<file path="src/acc_consts.svh">
`ifndef ACC_CONSTS_SVH
`define ACC_CONSTS_SVH

// ---------------------------------------------------------------------------
// register map
// ---------------------------------------------------------------------------
`define ACC_ADDR_W          12
`define ACC_OFF_CTRL        12'h000
`define ACC_OFF_IRQ_STATUS  12'h004
`define ACC_OFF_IRQ_MASK    12'h008

// ---------------------------------------------------------------------------
// status and control field positions
// ---------------------------------------------------------------------------
`define ACC_BIT_ENABLE      7
`define ACC_BIT_REFSEL      6
`define ACC_BIT_FLAG        5
`define ACC_BIT_IRQEN       4
`define ACC_BIT_LEVEL       3
`define ACC_BIT_PINEN       2
`define ACC_MODE_HI         1
`define ACC_MODE_LO         0

// ---------------------------------------------------------------------------
// interrupt status and mask layout
// ---------------------------------------------------------------------------
`define ACC_IRQ_BIT_EVENT   0

// ---------------------------------------------------------------------------
// reset values
// ---------------------------------------------------------------------------
`define ACC_CTRL_RST        8'h00
`define ACC_MODE_RST        2'h0

`endif

</file>
<file path="src/acc_pkg.sv">
package acc_pkg;

  // event edge selection
  typedef enum logic [1:0] {
    ACC_MODE_FALL0  = 2'b00,
    ACC_MODE_RISE   = 2'b01,
    ACC_MODE_FALL2  = 2'b10,
    ACC_MODE_EITHER = 2'b11
  } acc_mode_e;

endpackage : acc_pkg

</file>
<file path="src/acc_comparator_ctrl.sv">
`timescale 1ns/10ps
`include "acc_consts.svh"

module acc_comparator_ctrl
  import acc_pkg::*;
(
  // apb clock and reset
  input  wire logic                   pclk,
  input  wire logic                   presetn,
  // apb slave
  input  wire logic                   psel,
  input  wire logic                   penable,
  input  wire logic                   pwrite,
  input  wire logic [`ACC_ADDR_W-1:0] paddr,
  input  wire logic [31:0]            pwdata,
  input  wire logic [3:0]             pstrb,
  output logic      [31:0]            prdata,
  output logic                        pready,
  output logic                        pslverr,
  // analog comparator
  input  wire logic                   comparator_raw,
  output logic                        comparator_on,
  output logic                        reference_select,
  // low power
  input  wire logic                   stop_mode,
  // output pin
  output logic                        comparator_output_pin_o,
  output logic                        comparator_output_pin_oe_n,
  // interrupts
  output logic                        compare_irq,
  output logic                        irq
);

  // ---------------------------------------------------------------------------
  // state
  // ---------------------------------------------------------------------------
  logic      comparator_enable_ff;
  logic      reference_select_ff;
  logic      compare_event_flag_ff;
  logic      compare_irq_enable_ff;
  logic      output_pin_enable_ff;
  acc_mode_e event_edge_mode_ff;
  logic      sync1_ff;
  logic      sync2_ff;
  logic      level_ff;
  logic      irq_status_ff;
  logic      irq_mask_ff;
  logic      access_ff;

  // ---------------------------------------------------------------------------
  // bus decode
  // ---------------------------------------------------------------------------
  wire       setup_req   = psel & ~penable;
  wire       wr_done     = psel & penable & pwrite & pready;
  wire       hit_ctrl    = (paddr == `ACC_OFF_CTRL);
  wire       hit_stat    = (paddr == `ACC_OFF_IRQ_STATUS);
  wire       hit_mask    = (paddr == `ACC_OFF_IRQ_MASK);
  wire       hit_any     = hit_ctrl | hit_stat | hit_mask;
  wire       wr_ctrl     = wr_done & hit_ctrl & pstrb[0];
  wire       wr_stat     = wr_done & hit_stat & pstrb[0];
  wire       wr_mask     = wr_done & hit_mask & pstrb[0];

  // stop mode overrides the enable without touching the stored bit
  wire       run         = comparator_enable_ff & ~stop_mode;

  // ---------------------------------------------------------------------------
  // edge detection
  // ---------------------------------------------------------------------------
  // level_ff holds the last synchronised level; it is zero while stopped so
  // re-enabling against a high input looks like a rising edge, a known trade-off
  wire       nxt_level   = run & sync2_ff;
  wire       rise        = run & sync2_ff & ~level_ff;
  wire       fall        = run & ~sync2_ff & level_ff;
  wire       edge_hit    = (event_edge_mode_ff == ACC_MODE_RISE)   ? rise :
                           (event_edge_mode_ff == ACC_MODE_EITHER) ? (rise | fall) :
                           fall;
  wire       flag_clr    = wr_ctrl & pwdata[`ACC_BIT_FLAG];
  // set beats a simultaneous clear so no event is lost
  wire       nxt_flag    = edge_hit | (compare_event_flag_ff & ~flag_clr);
  wire       nxt_status  = edge_hit | (irq_status_ff & ~(wr_stat & pwdata[`ACC_IRQ_BIT_EVENT]));

  // ---------------------------------------------------------------------------
  // read mux
  // ---------------------------------------------------------------------------
  wire [7:0] ctrl_rd     = {comparator_enable_ff, reference_select_ff, compare_event_flag_ff,
                            compare_irq_enable_ff, level_ff, output_pin_enable_ff,
                            event_edge_mode_ff};
  // writes and unmapped reads answer with zero data so an error never carries stale data
  wire [31:0] nxt_prdata = ~setup_req ? prdata :
                           (pwrite | ~hit_any) ? 32'h00000000 :
                           hit_ctrl ? {24'h000000, ctrl_rd} :
                           hit_stat ? {31'h00000000, irq_status_ff} :
                           hit_mask ? {31'h00000000, irq_mask_ff} : 32'h00000000;

  // ---------------------------------------------------------------------------
  // apb handshake: no wait state, answer in the cycle after setup
  // ---------------------------------------------------------------------------
  always_ff @(posedge pclk or negedge presetn) begin
    if (!presetn) begin
      access_ff <= 1'b0;
      pready    <= 1'b0;
      pslverr   <= 1'b0;
      prdata    <= 32'h00000000;
    end else begin
      access_ff <= setup_req;
      pready    <= setup_req;
      pslverr   <= setup_req & ~hit_any;
      prdata    <= nxt_prdata;
    end
  end

  // ---------------------------------------------------------------------------
  // control register; the level bit ignores writes
  // ---------------------------------------------------------------------------
  always_ff @(posedge pclk or negedge presetn) begin
    if (!presetn) begin
      comparator_enable_ff  <= 1'b0;
      reference_select_ff   <= 1'b0;
      compare_irq_enable_ff <= 1'b0;
      output_pin_enable_ff  <= 1'b0;
      event_edge_mode_ff    <= ACC_MODE_FALL0;
    end else if (wr_ctrl) begin
      comparator_enable_ff  <= pwdata[`ACC_BIT_ENABLE];
      reference_select_ff   <= pwdata[`ACC_BIT_REFSEL];
      compare_irq_enable_ff <= pwdata[`ACC_BIT_IRQEN];
      output_pin_enable_ff  <= pwdata[`ACC_BIT_PINEN];
      event_edge_mode_ff    <= acc_mode_e'(pwdata[`ACC_MODE_HI:`ACC_MODE_LO]);
    end
  end

  // ---------------------------------------------------------------------------
  // synchroniser, level and flag; sync1_ff feeds only sync2_ff
  // ---------------------------------------------------------------------------
  always_ff @(posedge pclk or negedge presetn) begin
    if (!presetn) begin
      sync1_ff              <= 1'b0;
      sync2_ff              <= 1'b0;
      level_ff              <= 1'b0;
      compare_event_flag_ff <= 1'b0;
      irq_status_ff         <= 1'b0;
      irq_mask_ff           <= 1'b0;
    end else begin
      sync1_ff              <= comparator_raw;
      sync2_ff              <= sync1_ff;
      level_ff              <= nxt_level;
      compare_event_flag_ff <= nxt_flag;
      irq_status_ff         <= nxt_status;
      irq_mask_ff           <= wr_mask ? pwdata[`ACC_IRQ_BIT_EVENT] : irq_mask_ff;
    end
  end

  // ---------------------------------------------------------------------------
  // registered outputs to the analog side, pin and interrupts
  // ---------------------------------------------------------------------------
  always_ff @(posedge pclk or negedge presetn) begin
    if (!presetn) begin
      comparator_on              <= 1'b0;
      reference_select           <= 1'b0;
      comparator_output_pin_o    <= 1'b0;
      comparator_output_pin_oe_n <= 1'b1;
      compare_irq                <= 1'b0;
      irq                        <= 1'b0;
    end else begin
      comparator_on              <= run;
      reference_select           <= reference_select_ff;
      comparator_output_pin_o    <= nxt_level;
      comparator_output_pin_oe_n <= ~output_pin_enable_ff;
      compare_irq                <= compare_irq_enable_ff & nxt_flag;
      irq                        <= irq_mask_ff & nxt_status;
    end
  end

endmodule : acc_comparator_ctrl

</file>
<file path="config.mk">
export PLATFORM = sky130hd
export DESIGN_NAME = acc_comparator_ctrl
export DESIGN_NICKNAME = d
export VERILOG_FILES = /design/src/acc_pkg.sv /design/src/acc_comparator_ctrl.sv
export VERILOG_INCLUDE_DIRS = /design/src
export SDC_FILE = /design/constraint.sdc
export NUM_CORES = 1
export LEC_CHECK = 0
export BUFFER_PORTS_ARGS = -buffer_cell sky130_fd_sc_hd__buf_4
export CAP_MARGIN = 10
export CORE_ASPECT_RATIO = 0.8
export CORE_MARGIN = 2
export CORE_UTILIZATION = 36
export CTS_CLUSTER_SIZE = 16
export DETAILED_ROUTE_END_ITERATION = 10
export GPL_ROUTABILITY_DRIVEN = 1
export PLACE_DENSITY = 0.87
export SYNTH_ARGS = -nofsm -noshare
export SYNTH_HDL_FRONTEND = slang
export SYNTH_SLANG_ARGS = --single-unit
</file>
<file path="constraint.sdc">
create_clock -name pclk -period 1.4 [get_ports pclk]
set_input_delay 0.07 -clock pclk [delete_from_list [all_inputs] [get_ports pclk]]
set_output_delay 0.07 -clock pclk [all_outputs]
set_load 0.005 [all_outputs]
</file>
==> flow_summary_export.csv <==
group,metric,value,unit
yosys,yosysUniqueCellTypes,31,
global_routing,grt_pass1_wl,4150,um
global_routing,grt_antenna_before_repair,0,
yosys,synth_area_leaders,"sky130_fd_sc_hd__dfrtp_1 51%, sky130_fd_sc_hd__buf_4 15%, sky130_fd_sc_hd__mux2_2 6.2%",
yosys,yosys_register_bits,27,
floorplanning,dieArea,4050,um^2
pwr,switchingPower,0.315,mW
place,io_buffers,42,
floorplanning,core_rows,19,
floorplanning,die_width,70.6,um
yosys,yosys.area.top_type,"sky130_fd_sc_hd__dfrtp_1",
pwr,ir_drop,0.611,mV
setup_path,worst_setup_path_end_kind,"flop",
yosys,syn_area_per_cell,12.3,um^2
timing,timing.clock.skew,0.00601,ns
setup_path,worst_path_required,1.56,ns
drt,drt-vias-per-instance,4.57,
clock_network,ctsRootBufferMaster,"sky130_fd_sc_hd__clkbuf_8",
drt,initialDrtViolationCount,75,
clock_network,clock_insertion_delay_worst_skew,0.27,ns
clock_network,clk_pin_slew,0.09,ns
yosys,syn-instance-count,104,
timing,timing.final.crit_share,99.4,%
timing,rsz_0062_raised_after_global_routing,"yes",
global_routing,gr_ovfl_total,0,
final_layout,top_regs,"prdata: 8 flops, event_edge_mode_ff: 2 flops",
timing,report.final.hold_viol_count,0,
clock_network,cts_tree,"built",
drt,route.final.wire_length,2560,um
drt,detailedRoute.firstPassIterationCount,4,
setup_path,cp_max_fo,6,
min_path,hold_depth,2,
yosys,ys.warnings.count,0,
pwr,power_switching_share,22.8,%
final_layout,n_antenna_cell,0,
yosys,sequential_to_total_area_share_from_yosys_stat,52.9,%
setup_path,start_kind,"flop",
clock_network,cts_sinks,27,
clock_network,cts_buffer_depth,2,
pwr,sequentialPowerShare,57.1,%
final_layout,regMostFlops,"prdata",
setup_path,r2r_depth,4,
final_layout,layout_commonest_cell,"sky130_fd_sc_hd__buf_4",
timing,timing.final.crit_period,1.39,ns
global_routing,grt_max_degree,28,
setup_path,crit_type,"reg -> reg",
run_status,run_status,"completed",
timing,timing.final.max_slew_violations,0,
final_layout,layout.nets,216,
pwr,intPower,1.06,mW
final_layout,layout.cells.most_common_list,"51 x sky130_fd_sc_hd__buf_4, 26 x sky130_fd_sc_hd__dfrtp_1, 24 x sky130_fd_sc_hd__conb_1",
place,gpl.final_weighted_congestion,0.846,
place,dp_hpwl,1960,um
pwr,power.share.combinational,11.1,%
drt,wl_per_cell,12.7,um
timing,fmax,0.719,GHz
final_layout,largest_reg_flops,8,
floorplanning,num_io_pins,95,
setup_path,cp_data_arrival_time,1.55,ns
drt,ant_nets,0,
pwr,power-per-cell-area,804,nW/um^2
job,max_cap_viol_count,0,
timing,setup-violations-final,0,
clock_network,cts-buffers-inserted,3,
clock_network,ctsHtreeMaxLevel,1,
final_layout,area_growth_syn_to_layout,34.1,%
global_routing,grtUsageTotal,13.5,%
drt,routed-via-count,924,
floorplanning,chipHeight,57.3,um
min_path,hold_class,"in -> reg",
floorplanning,placeableCoreArea,3420,um^2
pwr,report.power.total,1.38,mW
drt,drc,0,
timing,setup_total_negative_slack,0,ns
global_routing,grt_pass1_vias,925,
pwr,clock_power_share,31.8,%
yosys,yosysTopAreaCellShare,50.9,%
floorplanning,initial_utilization,37.4,%
final_layout,drive_gt1_share,44.4,%
yosys,syn-cell-area,1280,um^2
pwr,cellLeakagePower,0.897,nW
-- metal layers --
metal	GRT usage, %	up-vias	wire (um)
met4	4.04	0	46
met5	0	-	0
li1	-	429	-
met3	4.59	6	151
met2	24.4	33	1340
met1	15.3	456	1020
-- path summary, 6_finish.rpt --
kind / from / to / slack, ns
hold reg to reg: sync1_ff$_DFF_PN0_ / sync2_ff$_DFF_PN0_ / 0.35
setup / recovery: pready$_DFF_PN0_ / output_pin_enable_ff$_DFFE_PN0P_ / 0.008
setup reg to reg: pready$_DFF_PN0_ / output_pin_enable_ff$_DFFE_PN0P_ / 0.008
min in group asynchronous: presetn / prdata[7]$_DFFE_PN0P_ / 0.24
max in group asynchronous: presetn / comparator_output_pin_oe_n$_DFF_PN1_ / 0.86
hold / removal: pwdata[7] / comparator_enable_ff$_DFFE_PN0P_ / 0.03
-- power groups by stage --
stage	registers, mW	logic (mW)	clock network [mW]
6_report	0.787	0.153	0.439
5_1_grt	0.788	0.170	0.490
4_1_cts	0.787	0.150	0.453
3_5_place_dp	0.803	0.139	0
3_3_place_gp	0.802	0.134	0
2_1_floorplan	0.803	0.0842	0
-- cell usage after synthesis, drive strengths merged --
master / number
dfrtp: 26
buf: 25
a22o: 7
mux2: 7
inv: 4
nand2: 4
nor4: 4
nand2b: 3
and2: 2
nor2: 2
nor2b: 2
o22ai: 2
a211oi: 1
a21boi: 1
a21oi: 1
a31oi: 1
a32o: 1
and3: 1
conb: 1
dfstp: 1
mux2i: 1
nand3: 1
nand3b: 1
nand4: 1
nor3: 1
o31ai: 1
o41ai: 1
or4: 1
-- kinds of logic (layout without fill, tap and decap cells) --
family	Yosys count	after routing	synth area share, %
buffers and inverters	29	62	15.9
DFF	27	27	52.9
and+or+nand+nor	23	23	14.1
AOI/OAI and AO/OA	16	16	9.88
muxes	8	8	6.95
other	1	24	0.293
-- critical path: stages (launching register included) --
cell and delay (ns):
sky130_fd_sc_hd__dfrtp_1 0.35, sky130_fd_sc_hd__and2_4 0.15, sky130_fd_sc_hd__nand4_4 0.15, sky130_fd_sc_hd__nor2_4 0.25, sky130_fd_sc_hd__mux2_2 0.37
-- stage by stage --
stage | cells | hold WS, ns | setup slack (ns) | cell area (um^2) | util, %
global route | 202 | 0.0175 | -0.0394 | 1720 | 50.1
global placement | 194 | -0.00294 | -0.106 | 1610 | 46.9
CTS | 201 | 0.0234 | -0.0247 | 1710 | 49.9
detailed placement | 194 | -0.00118 | -0.179 | 1610 | 46.9
floorplan | 127 | -0.226 | 0.0356 | 1370 | -
finish | 202 | 0.0294 | 0.00847 | 1720 | 50.1
-- area by class of cell --
class | instances | area, um^2
clock inverters | 1 | 7.51
well taps | 42 | 52.6
flip-flops and latches | 27 | 677
fillers | 309 | 1710
multi-input cells | 71 | 509
repair buffers | 54 | 413
inverters | 4 | 15.0
clock buffers | 3 | 41.3
-- repair_timing --
| item | in CTS | in global routing |
|---|---|---|
| pin swaps | 3 | 1 |
| gates resized for setup | 5 | 0 |
| endpoints found under the setup margin | 9 | 9 |
| cloned | 0 | 0 |
| setup buffers | 0 | 1 |
| hold buffers | 3 | 0 |
| hold endpoints to repair | 29 | 0 |
Power figures use the tool's default switching activity.
